$ cat src/rtl/acr_pkg.sv
package acr_pkg;
   // register map: the configuration register sits at index 0x15 of bank 5
   localparam logic [7:0]  ACR_CFG_INDEX    = 8'h15;
   localparam logic [3:0]  ACR_CFG_BANK     = 4'h5;
   // byte address: bank in bits 11:8, index times four in 7:0 (index in bits 7:2) for word alignment
   localparam logic [11:0] ACR_CFG_ADDR     = 12'h554;
   localparam int          ACR_ADDR_W       = 12;
   // field positions
   localparam int          ACR_CLK_HI       = 7;
   localparam int          ACR_CLK_LO       = 6;
   localparam int          ACR_JUST_BIT     = 5;
   localparam int          ACR_PIN_HI       = 3;
   localparam int          ACR_PIN_LO       = 1;
   localparam int          ACR_REF_BIT      = 0;
   // implemented bits: bit 4 is unimplemented
   localparam logic [7:0]  ACR_IMPL_MASK    = 8'hef;
   localparam logic [7:0]  ACR_CFG_RESET    = 8'h00;
   // oscillator divide counts per clock select code
   localparam logic [5:0]  ACR_DIV8_LAST    = 6'h07;
   localparam logic [5:0]  ACR_DIV32_LAST   = 6'h1f;
   localparam logic [5:0]  ACR_DIV64_LAST   = 6'h3f;
   // conversion clock source codes
   typedef enum logic [1:0] {
      ACR_CLK_DIV8  = 2'h0,
      ACR_CLK_DIV32 = 2'h1,
      ACR_CLK_DIV64 = 2'h2,
      ACR_CLK_RC    = 2'h3
   } acr_clk_sel_t;
endpackage

$ cat src/rtl/acr_clk_div.sv
`timescale 1ns/1ps
`default_nettype none
// oscillator divider: one-cycle enable pulse every (last + 1) cycles
module acr_clk_div (
   // clock and reset
   input  wire logic       pclk,
   input  wire logic       presetn,
   // control
   input  wire logic [5:0] div_last,
   // output
   output var  logic       div_tick
);
   import acr_pkg::*;

   logic [5:0] cnt_reg;   // running divide count
   logic [5:0] cnt_next;

   assign cnt_next = (cnt_reg >= div_last) ? 6'h00 : cnt_reg + 6'h01;

   // count and pulse at wrap
   always_ff @(posedge pclk or negedge presetn) begin
      if (!presetn) begin
         cnt_reg  <= 6'h00;
         div_tick <= 1'b0;
      end else begin
         cnt_reg  <= cnt_next;
         div_tick <= (cnt_reg >= div_last);
      end
   end
endmodule
`default_nettype wire

$ cat src/rtl/acr_adc_config.sv
// Contract
// - register at 0x15 bank 5, resets zero
// - bits 7:6 pick conversion clock source
// - justify=1 right, high byte top zero
// - justify=0 left, low byte bottom zero
// - bit 4 ignores writes, reads zero
// - bit 0 picks external or supply reference
// - bits 3:1 turn top pins digital
`timescale 1ns/1ps
`default_nettype none
module acr_adc_config (
   // apb clock and reset
   input  wire logic                          pclk,
   input  wire logic                          presetn,
   // apb slave
   input  wire logic                          psel,
   input  wire logic                          penable,
   input  wire logic                          pwrite,
   input  wire logic [acr_pkg::ACR_ADDR_W-1:0] paddr,
   input  wire logic [31:0]                   pwdata,
   output logic                               pready,
   output logic                               pslverr,
   output logic [31:0]                        prdata,
   // converter side: raw 10-bit result and internal rc clock
   input  wire logic [9:0]                    conv_result,
   input  wire logic                          internal_rc_clock,
   // converter clock enable and settings
   output logic                               conv_clk_en,
   output logic                               ref_source_select,
   output logic                               result_justify,
   // formatted result bytes
   output logic [7:0]                         result_high_byte,
   output logic [7:0]                         result_low_byte,
   // pin roles, 1 = analog input
   output logic [15:0]                        shared_analog_pins
);
   import acr_pkg::*;

   // configuration storage and apb decode
   logic [7:0]   cfg_reg;        // configuration register
   logic [7:0]   cfg_next;
   wire          acc_phase  = psel & penable;
   wire          hit        = (paddr == ACR_CFG_ADDR);
   wire          wr_hit     = acc_phase & pwrite & hit;
   wire          rd_phase   = psel & ~penable & ~pwrite;

   // fields
   wire [1:0]    clk_field  = cfg_reg[ACR_CLK_HI:ACR_CLK_LO];
   wire [2:0]    pin_field  = cfg_reg[ACR_PIN_HI:ACR_PIN_LO];
   acr_clk_sel_t clk_sel;

   // rc clock passes two flip-flops before use
   logic         rc_meta_reg;    // first stage, read only by second
   logic         rc_sync_reg;
   logic         rc_prev_reg;
   wire          rc_rise    = rc_sync_reg & ~rc_prev_reg;

   // divider
   logic [5:0]   div_last;
   logic         div_tick;

   // result formatting
   logic [7:0]   hi_next;
   logic [7:0]   lo_next;

   // write masks out bit 4; only the implemented bits store
   assign cfg_next = wr_hit ? (pwdata[7:0] & ACR_IMPL_MASK) : cfg_reg;

   // apb answers in the access cycle, no wait states
   assign pready  = 1'b1;
   assign pslverr = 1'b0;

   // clock select decode
   assign clk_sel = acr_clk_sel_t'(clk_field);
   assign div_last = (clk_sel == ACR_CLK_DIV8)  ? ACR_DIV8_LAST  :
                     (clk_sel == ACR_CLK_DIV32) ? ACR_DIV32_LAST :
                     ACR_DIV64_LAST;

   // bit 0 goes straight to the reference mux
   assign ref_source_select = cfg_reg[ACR_REF_BIT];
   assign result_justify    = cfg_reg[ACR_JUST_BIT];

   // right justify zeroes top six bits high; left zeroes bottom six low
   assign hi_next = result_justify ? {6'h00, conv_result[9:8]} : conv_result[9:2];
   assign lo_next = result_justify ? conv_result[7:0] : {conv_result[1:0], 6'h00};

   // pin role map: code n makes top n pins of each half digital; code 7 makes all eight digital
   function automatic logic [7:0] acr_half_map(input logic [2:0] code);
      logic [7:0] m;
      m = 8'hff;
      if (code == 3'h7) begin
         m = 8'h00;
      end else begin
         for (int i = 0; i < 8; i++) begin
            if (i >= 8 - int'(code)) begin
               m[i] = 1'b0;
            end
         end
      end
      return m;
   endfunction

   // configuration register and read data
   always_ff @(posedge pclk or negedge presetn) begin
      if (!presetn) begin
         cfg_reg <= ACR_CFG_RESET;
         prdata  <= 32'h0000_0000;
      end else begin
         cfg_reg <= cfg_next;
         if (rd_phase) begin
            prdata <= hit ? {24'h00_0000, cfg_reg & ACR_IMPL_MASK} : 32'h0000_0000;
         end
      end
   end

   // pin map and result bytes from flip-flops
   always_ff @(posedge pclk or negedge presetn) begin
      if (!presetn) begin
         shared_analog_pins <= 16'hffff;
         result_high_byte   <= 8'h00;
         result_low_byte    <= 8'h00;
      end else begin
         shared_analog_pins <= {acr_half_map(pin_field), acr_half_map(pin_field)};
         result_high_byte   <= hi_next;
         result_low_byte    <= lo_next;
      end
   end

   // synchroniser for the rc clock
   always_ff @(posedge pclk or negedge presetn) begin
      if (!presetn) begin
         rc_meta_reg <= 1'b0;
         rc_sync_reg <= 1'b0;
         rc_prev_reg <= 1'b0;
      end else begin
         rc_meta_reg <= internal_rc_clock;
         rc_sync_reg <= rc_meta_reg;
         rc_prev_reg <= rc_sync_reg;
      end
   end

   // converter clock enable: divider tick or rc edge; a source switch
   // could line up an rc edge with a divider tick, so a pulse never follows one in the next cycle
   always_ff @(posedge pclk or negedge presetn) begin
      if (!presetn) begin
         conv_clk_en <= 1'b0;
      end else begin
         conv_clk_en <= ~conv_clk_en & ((clk_sel == ACR_CLK_RC) ? rc_rise : div_tick);
      end
   end

   // oscillator divider
   acr_clk_div u_div (
      .pclk     (pclk),
      .presetn  (presetn),
      .div_last (div_last),
      .div_tick (div_tick)
   );
endmodule
`default_nettype wire

$ cat config.mk
export PLATFORM = sky130hd
export DESIGN_NAME = acr_adc_config
export DESIGN_NICKNAME = d
export VERILOG_FILES = /design/src/rtl/acr_pkg.sv /design/src/rtl/acr_clk_div.sv /design/src/rtl/acr_adc_config.sv
export SDC_FILE = /design/constraint.sdc
export NUM_CORES = 1
export LEC_CHECK = 0
export BUFFER_PORTS_ARGS = -buffer_cell sky130_fd_sc_hd__buf_4
export CAP_MARGIN = 20
export CELL_PAD_IN_SITES_DETAIL_PLACEMENT = 2
export CELL_PAD_IN_SITES_GLOBAL_PLACEMENT = 2
export CORE_ASPECT_RATIO = 0.9
export CORE_MARGIN = 3
export CORE_UTILIZATION = 23
export CTS_CLUSTER_SIZE = 25
export DETAILED_ROUTE_END_ITERATION = 8
export PLACE_DENSITY_LB_ADDON = 0.1
export SLEW_MARGIN = 20
export SYNTH_ARGS = -nofsm -noshare
export SYNTH_HDL_FRONTEND = slang
export SYNTH_HIERARCHICAL = 1
export SYNTH_SLANG_ARGS = --single-unit
$ cat constraint.sdc
create_clock -name pclk -period 1.6 [get_ports pclk]
set_clock_uncertainty 0.2 [all_clocks]
set_input_delay 0.32 -clock pclk [delete_from_list [all_inputs] [get_ports pclk]]
set_output_delay 0.32 -clock pclk [all_outputs]
set_load 0.01 [all_outputs]
[Word-level counts from Yosys, hierarchy flattened]
Cells that the tools add are included.
Word-level totals
  memories kept: 0
  bits in latches: 0
  memory bits (read-only): 0
  output and inout port bits: 69
  input port bits: 60
  flip-flop bits (word level): 82
  bits in writable memories: 0
Operators by class
  eq/ne operators: 4
  reductions and logical operators: 1
  $lt $le $gt $ge: 9
  divide/modulo/power cells: 0
  shifts and indexed selects: 0
  bitwise logic cells: 11
  multiplexer cells: 16
  multiply operators: 0
  add/sub/neg operators: 2
Operators by type and width (count)
  two-way mux 8 bit: 4
  greater-or-equal comparator 4 x 5 -> 1 bit (first input constant): 4
  two-way mux 6 bit: 3
  equality test 12 x 11 -> 1 bit (second input constant): 1
  greater-or-equal comparator 3 x 5 -> 1 bit (first input constant): 2
  two-way mux 1 bit: 9
  bitwise AND 1 bit: 7
  adder 6 x 1 -> 6 bit (second input constant): 1
  greater-or-equal comparator 6 bit: 1
  greater-or-equal comparator 1 x 5 -> 1 bit (first input constant): 1
  greater-or-equal comparator 2 x 5 -> 1 bit (first input constant): 1
  subtractor 4 x 3 -> 5 bit (first input constant): 1
  inverter 1 bit: 4
  equality test 3 bit (second input constant): 1
  equality test 2 x 1 -> 1 bit (second input constant): 1
  equality test 2 bit (second input constant): 1
  logical NOT 2 bit: 1

[Longest topological paths before layout]
Gate-level depths: netlist of the first run.
  word-level depth: 5
  mapped depth: 6
  mapped depth without buffers: 6

[By module]
Netlist of the first run, hierarchy kept.
By module, submodules not included
  acr_adc_config: cells an instance 173, times used 1, sequential area each 1061.0 sq um, area each 1988.2 sq um
  acr_clk_div: cells an instance 45, times used 1, sequential area each 175.2 sq um, area each 445.4 sq um

[Worst setup path after synthesis of the first run]
No wires, ideal clock.
  kind: register -> register
  from: reg cfg_reg[6]
  to: reg u_div.cnt_reg[0]
  path buffers: 0
  library setup time: 0.094 ns
  path slack: -0.099 ns
  data arrival time: 1.405 ns
  stages on the path, launching flop included: 7
  path through: dfrtp_1 -> or2_2 -> inv_1 -> ha_1 -> nand2_1 -> o21ai_1 -> a211oi_1
RTL lines
  start: declaration: line acr_adc_config.sv:40  | logic [7:0] cfg_reg;
  start signal: assignment: line acr_adc_config.sv:109  | cfg_reg <= cfg_next;
  logical NOT 2 bit: line acr_adc_config.sv:75  | assign div_last = (clk_sel == ACR_CLK_DIV8) ? ACR_DIV8_LAST :
  two-way mux 6 bit: line acr_adc_config.sv:75
  named net div_last[3]: line acr_adc_config.sv:59  | logic [5:0] div_last;
  greater-or-equal comparator 6 bit: line acr_clk_div.sv:18  | assign cnt_next = (cnt_reg >= div_last) ? 6'h00 : cnt_reg + 6'h01;
  two-way mux 6 bit: line acr_clk_div.sv:18
  named net u_div.cnt_next[0]: line acr_clk_div.sv:16  | logic [5:0] cnt_next;
  end signal: assignment: line acr_clk_div.sv:26  | cnt_reg <= cnt_next;
  end: declaration: line acr_clk_div.sv:15  | logic [5:0] cnt_reg;
The timed path passes the listed nets, and every way through them passes these cells.
A chain may end at the register's enable or synchronous reset.

[Worst setup path in the final report of the first run]
  from: reg cfg_reg[2]
  to: reg shared_analog_pins[11]
Between the ends
  cells in the longest elaborated chain, start to end: 4
Ends and longest elaborated chain
  subtractor 4 x 3 -> 5 bit: line acr_adc_config.sv:95  | if (i >= 8 - int'(code)) begin
  greater-or-equal comparator 3 x 5 -> 1 bit: line acr_adc_config.sv:95
  two-way mux 1 bit: line acr_adc_config.sv:95
  two-way mux 8 bit *: line acr_adc_config.sv:91  | if (code == 3'h7) begin
  end signal: assignment: line acr_adc_config.sv:123  | shared_analog_pins <= {acr_half_map(pin_field), acr_half_map(pin_field)};
  end: declaration: line acr_adc_config.sv:35  | output logic [15:0] shared_analog_pins
Mark *: on every way between the ends. The rest lies on a longest branch, timed or not.

==> results of run 1 <==
[cells in the mapped netlist (3+ instances only)]
library cell   n
buf_4         35
and2_1         6
a21oi_1        5
o21ai_0        8
inv_1         11
dfstp_2        8
nand2b_1       3
nor2b_1        6
nand2_1       17
o22ai_1        4
nor2_1         4
a21o_1         4
ha_1          11
a211oi_1       6
dfrtp_1       41
nand3_1        4
mux2_2        11
o31ai_1        3
clkbuf_1       6
[metal layers]
layer | up-vias | part of all wire [%] | GRT usage [%]
met1 | 922 | 44 | 15.1
met2 | 72 | 47 | 17.5
met4 | 0 | 1.2 | 4.07
li1 | 896 | - | -
met3 | 6 | 7.6 | 2.68
met5 | - | 0 | 0
[cell families after synthesis]
| family | count (synthesis) | share of synthesized area (%) |
|---|---|---|
| adders and majority gates | 11 | 5.66 |
| muxes | 11 | 5.09 |
| xor gates and xnor gates | 3 | 1.08 |
| and+or+nand+nor | 53 | 13.4 |
| DFF | 49 | 50.8 |
| other | 2 | 0.309 |
| AOI/OAI and AO/OA | 37 | 10.2 |
| buffers and inverters | 52 | 13.4 |
[critical path: stages, from the launching register on]
cell and delay (ps):
dfrtp_1 400, buf_6 140, buf_12 120, ha_4 140, nand3b_1 290, o21ai_1 180
a21o_1 150
[power by group]
part	switching, mW	internal, mW	leakage [nW]
Combinational	0.401	0.387	1.06
Clock	0.464	0.780	0.0831
Sequential	0.0570	1.33	0.620
Total	0.923	2.49	1.77
[path summary, 6_finish.rpt]
kind / to / start
setup / recovery: shared_analog_pins[11] / cfg_reg[2]
hold / removal: result_low_byte[0] / conv_result[0]
setup reg to reg: shared_analog_pins[11] / cfg_reg[2]
hold reg to reg: rc_sync_reg / rc_meta_reg
max in group asynchronous: prdata[6] / presetn
min in group asynchronous: cfg_reg[1] / presetn
[per-stage QoR]
| step | util, % | setup TNS [ps] | hold slack [ps] | area [um^2] |
|---|---|---|---|---|
| final | 36.7 | -560 | 43.7 | 3670 |
| after global routing | 36.7 | -1270 | 47.6 | 3670 |
| after CTS | 35.9 | -475 | 34.4 | 3590 |
| after detailed placement | 32.0 | -1960 | 68.7 | 3200 |
| after global placement | 32.0 | -1690 | 68.7 | 3200 |
| after floorplan | - | -18.8 | -176 | 2580 |
[final cells by class]
| cell class | instances | area [um^2] |
|---|---|---|
| multi-input cells | 145 | 1150 |
| inverters | 11 | 43.8 |
| repair buffers | 114 | 902 |
| clock inverters | 2 | 37.5 |
| well taps | 126 | 158 |
| fillers | 1056 | 6330 |
| flip-flops and latches | 49 | 1240 |
| clock buffers | 6 | 139 |
[what timing repair did]
item,in CTS,in global routing
setup buffers,10,6
setup endpoints to repair,12,15
pin swaps,17,10
hold buffers,2,0
gates resized for setup,22,6
endpoints found under the hold margin,18,0
==> summary.md, run 1 <==
| Metric | Value |
|---|---|
| CP Max Fanout | `5` |
| Pin count of the biggest net entering global routing | `27` |
| ANT cells | `0` |
| Crit path DAT | `1710 ps` |
| Syn Area/Cell | `11.2 um^2` |
| Peak supply drop | `0.000450 V` |
| Slew Limit Fails | `0` |
| PortBufs | `76` |
| CTS tree | `done` |
| Failing checks | `negative setup slack` |
| P per Cell Area | `931 mW/mm^2` |
| Worst setup SP type | `flop` |
| Die H | `104 um` |
| Crit path capture type | `flop` |
| Final period util | `105%` |
| Root Buffer | `clkbuf_16` |
| Die area | `0.0119 mm^2` |
| Gr usage total | `11.2%` |
| Initial antenna violation count | `0` |
| Worst path required time | `1630 ps` |
| Setup slack, reg-to-reg | `-80 ps` |
| # nets final | `397` |
| CTS buffer count | `5` |
| Post-synth top area share | `42.2%` |
| Fin cells | `453` |
| Mapped cell area | `0.00243 mm^2` |
| Pleak | `1.77 nW` |
| Peak Freq | `594 MHz` |
| Core area | `0.0100 mm^2` |
| Worst slack, placed | `-156 ps` |
| WHS Path Cells | `2` |
| Layout cells sized above 1 | `53.2%` |
| Status | `finished, violations left` |
| Htree depth | `2` |
| Post-DP HPWL | `4.98 mm` |
| Rows | `34` |
| Grt total ovfl | `0` |
| GPL Wtd Cong | `0.698` |
| IO Count | `129` |
| Distinct cell type count after synthesis | `39` |
| Most frequent cells in the layout | `buf_4, dfrtp_1, conb_1` |
| Cells after DPL | `429` |
| Clock slew at reported path FFs | `70 ps` |
| Deepest clock path buffer count | `2` |
| Dominant cell type by area after synthesis | `dfrtp_1` |
| Vias in the first global route | `2021` |
| Initial DRC count | `42` |
| Synth area leaders | `dfrtp_1, buf_4, dfstp_2, ha_1, mux2_2` |
| Die Width | `114 um` |
| HP Class | `in2reg` |
| Post-synth EDFFs | `0` |
| Async SR Flop Fraction | `100%` |
| Synth Warn # | `6` |
| Regs by FF count | `result_high_byte: 8 flops, result_low_byte: 8 flops, shared_analog_pins: 8 flops` |
| Crit path time final | `1680 ps` |
| Final setup viols | `11` |
| Cells after synthesis | `218` |
| DRC | `0` |
| Drt pass-1 iters | `4` |
| Initial Util | `24.3%` |
| Reg2Reg Depth | `6` |
| Final WS setup | `-83.2 ps` |
| Via count | `1896` |
| #FFs+latches synth | `49` |
| Commonest non-fill, non-tap cell in the layout | `buf_4` |
| MaxCap Viol Count | `0` |
| Critical setup path kind | `reg2reg` |
| RSZ-0062 raised after global routing | `true` |
| Overall routed net length | `6.60 mm` |
| Vias per Instance | `4.19` |
| Clk_lat worst skew | `290 ps` |
| Final Hold Viols | `0` |
| First-pass GRT wire length | `10.6 mm` |
| Synth Flop Type | `dfrtp_1` |
| ANT nets after route | `0` |
| CTS sink cnt | `49` |
| Layout area overhead | `50.7%` |
| Overall power | `3.42 mW` |
| Sequential area share after synthesis | `50.8%` |
| Drt wl/cell | `14.6 um` |
Power figures use the tool's default switching activity.
==> inputs of run 2 (changes only) <==
Settings changed: PLACE_DENSITY set to 0.77, PLACE_DENSITY_LB_ADDON 0.1 to not set.
==> run 2 against run 1 <==
- the run still ends with negative setup slack left
- cell area is 2.8% lower
- clock power barely moved
- count of clock-buffer cells in the layout rose by 1
- sequential power barely moved
- critical path depth is 1 lower
- final cell count shrank 2.6%
- critical endpoint is now shared_analog_pins[10]
- largest cell class unchanged
==> summary.md, run 2 (synthesis results as in run 1) <==
| Metric | Value |
|---|---|
| MaxCap Viol Count | `0` |
| Non-Filler Cell Area, Final | `0.00357 mm^2` |
| Die area | `0.0119 mm^2` |
| Slew Limit Fails | `0` |
| FILL cells | `1075` |
| CTS buffer count | `5` |
| Regs by FF count | `result_high_byte: 8 flops, result_low_byte: 8 flops, shared_analog_pins: 8 flops` |
| # nets final | `385` |
| Pin count of the biggest net entering global routing | `23` |
| PortBufs | `76` |
| Worst Hold Launch | `conv_result[0]` |
| Overall routed net length | `7.21 mm` |
| Vias in the first global route | `2082` |
| WHS Path Cells | `2` |
| Initial antenna violation count | `0` |
| Worst path required time | `1610 ps` |
| Reg2Reg Depth | `5` |
| Drt pass-1 iters | `4` |
| Vias per Instance | `4.31` |
| Worst-path cell chain | `inv_2 -> ha_4 -> nand3b_1 -> a21o_1 -> a22oi_1` |
| Final Hold Viols | `0` |
| Worst setup SP type | `flop` |
| HP Class | `in2reg` |
| Core area | `0.0100 mm^2` |
| Area taken by multi-input logic gates | `0.00116 mm^2` |
| Instance count on the critical path | `5` |
| Clk_lat worst skew | `290 ps` |
| Final setup viols | `10` |
| Crit path time final | `1680 ps` |
| WP buf/inv | `1` |
| GPL Wtd Cong | `0.753` |
| Critical R2R Launch | `cfg_reg[2]` |
| Critical path's slowest cell | `dfrtp_1` |
| First-pass GRT wire length | `11.1 mm` |
| Crit path capture type | `flop` |
| IO Count | `129` |
| Failing checks | `negative setup slack` |
| RSZ-0062 raised after global routing | `true` |
| Worst slack, placed | `-157 ps` |
| Most frequent cells in the layout | `buf_4, dfrtp_1, conb_1` |
| Storage cell area | `0.00124 mm^2` |
| Gr usage total | `11.9%` |
| Root Buffer | `clkbuf_16` |
| Critical setup path kind | `reg2reg` |
| Crit path DAT | `1690 ps` |
| Fin cells | `441` |
| Initial DRC count | `68` |
| Layout cells sized above 1 | `51.1%` |
| DP Area | `0.00318 mm^2` |
| Rows | `34` |
| Clock slew at reported path FFs | `70 ps` |
| Layout area overhead | `46.5%` |
| Commonest non-fill, non-tap cell in the layout | `buf_4` |
| DRC | `0` |
| Post-DP HPWL | `5.28 mm` |
| Peak Freq | `597 MHz` |
| Final WS setup | `-76.1 ps` |
| ANT nets after route | `0` |
| Die H | `104 um` |
| Status | `finished, violations left` |
| Initial Util | `24.3%` |
| Via count | `1902` |
| Overall power | `3.41 mW` |
| Pleak | `1.71 nW` |
| Htree depth | `2` |
| CP Max Fanout | `4` |
| ANT cells | `0` |
| CTS sink cnt | `49` |
| CP Launch Point | `cfg_reg[2]` |
| CTS tree | `done` |
| Final period util | `105%` |
| Max incr delay on CP | `430 ps` |
| Drt wl/cell | `16.3 um` |
| Deepest clock path buffer count | `2` |
| Grt total ovfl | `0` |
| Peak supply drop | `0.000587 V` |
| Die Width | `114 um` |
| Worst path top cell family by delay | `flip-flops` |
| P per Cell Area | `957 mW/mm^2` |
| Cells after DPL | `426` |
==> run 2: metal layers <==
metal | up-vias | routed length (um) | GRT usage [%]
li1 | 865 | - | -
met1 | 976 | 2860 | 14.0
met2 | 57 | 3890 | 21.4
met3 | 4 | 378 | 2.27
met4 | 0 | 80 | 3.56
met5 | - | 0 | 0
==> run 2: metrics by stage <==
stage          TNS [ps]  util, %  hold slack (ps)
4_1_cts            -353     34.7             47.6
3_5_place_dp      -2490     31.8             33.0
6_report           -546     35.7             50.3
2_1_floorplan     -18.8        -             -176
3_3_place_gp       -996     31.8             27.7
5_1_grt           -1210     35.7             38.5
==> run 2: what timing repair did <==
| item | CTS | global route |
|---|---|---|
| endpoints found under the setup margin | 13 | 13 |
| pin swaps | 14 | 11 |
| hold buffers | 2 | 0 |
| endpoints found under the hold margin | 20 | 0 |
| resized for setup | 19 | 12 |
| cloned | 0 | 0 |
| buffers inserted | 1 | 4 |
==> run 2: area by class of cell <==
cell class                      instances  share of cell area [%]
Multi-Input combinational cell        145                    32.6
Clock inverter                          1                   0.842
Sequential cell                        49                    34.7
Tap cell                              126                    4.42
Timing Repair Buffer                  102                    22.2
Inverter                               11                    1.30
Clock buffer                            7                    4.00
==> run 2: final timing paths <==
path | to | slack, ps
max | shared_analog_pins[10] | -80
min | result_low_byte[0] | 50
max reg2reg | shared_analog_pins[10] | -80
min reg2reg | rc_sync_reg | 150
max in group asynchronous | cfg_reg[5] | 500
min in group asynchronous | cfg_reg[7] | 260
==> run 2: report_power, final <==
part / internal, mW / leakage [nW] / switching (mW)
clock: 0.782 / 0.0841 / 0.458
sequential: 1.33 / 0.619 / 0.0727
combinational: 0.360 / 1.01 / 0.415
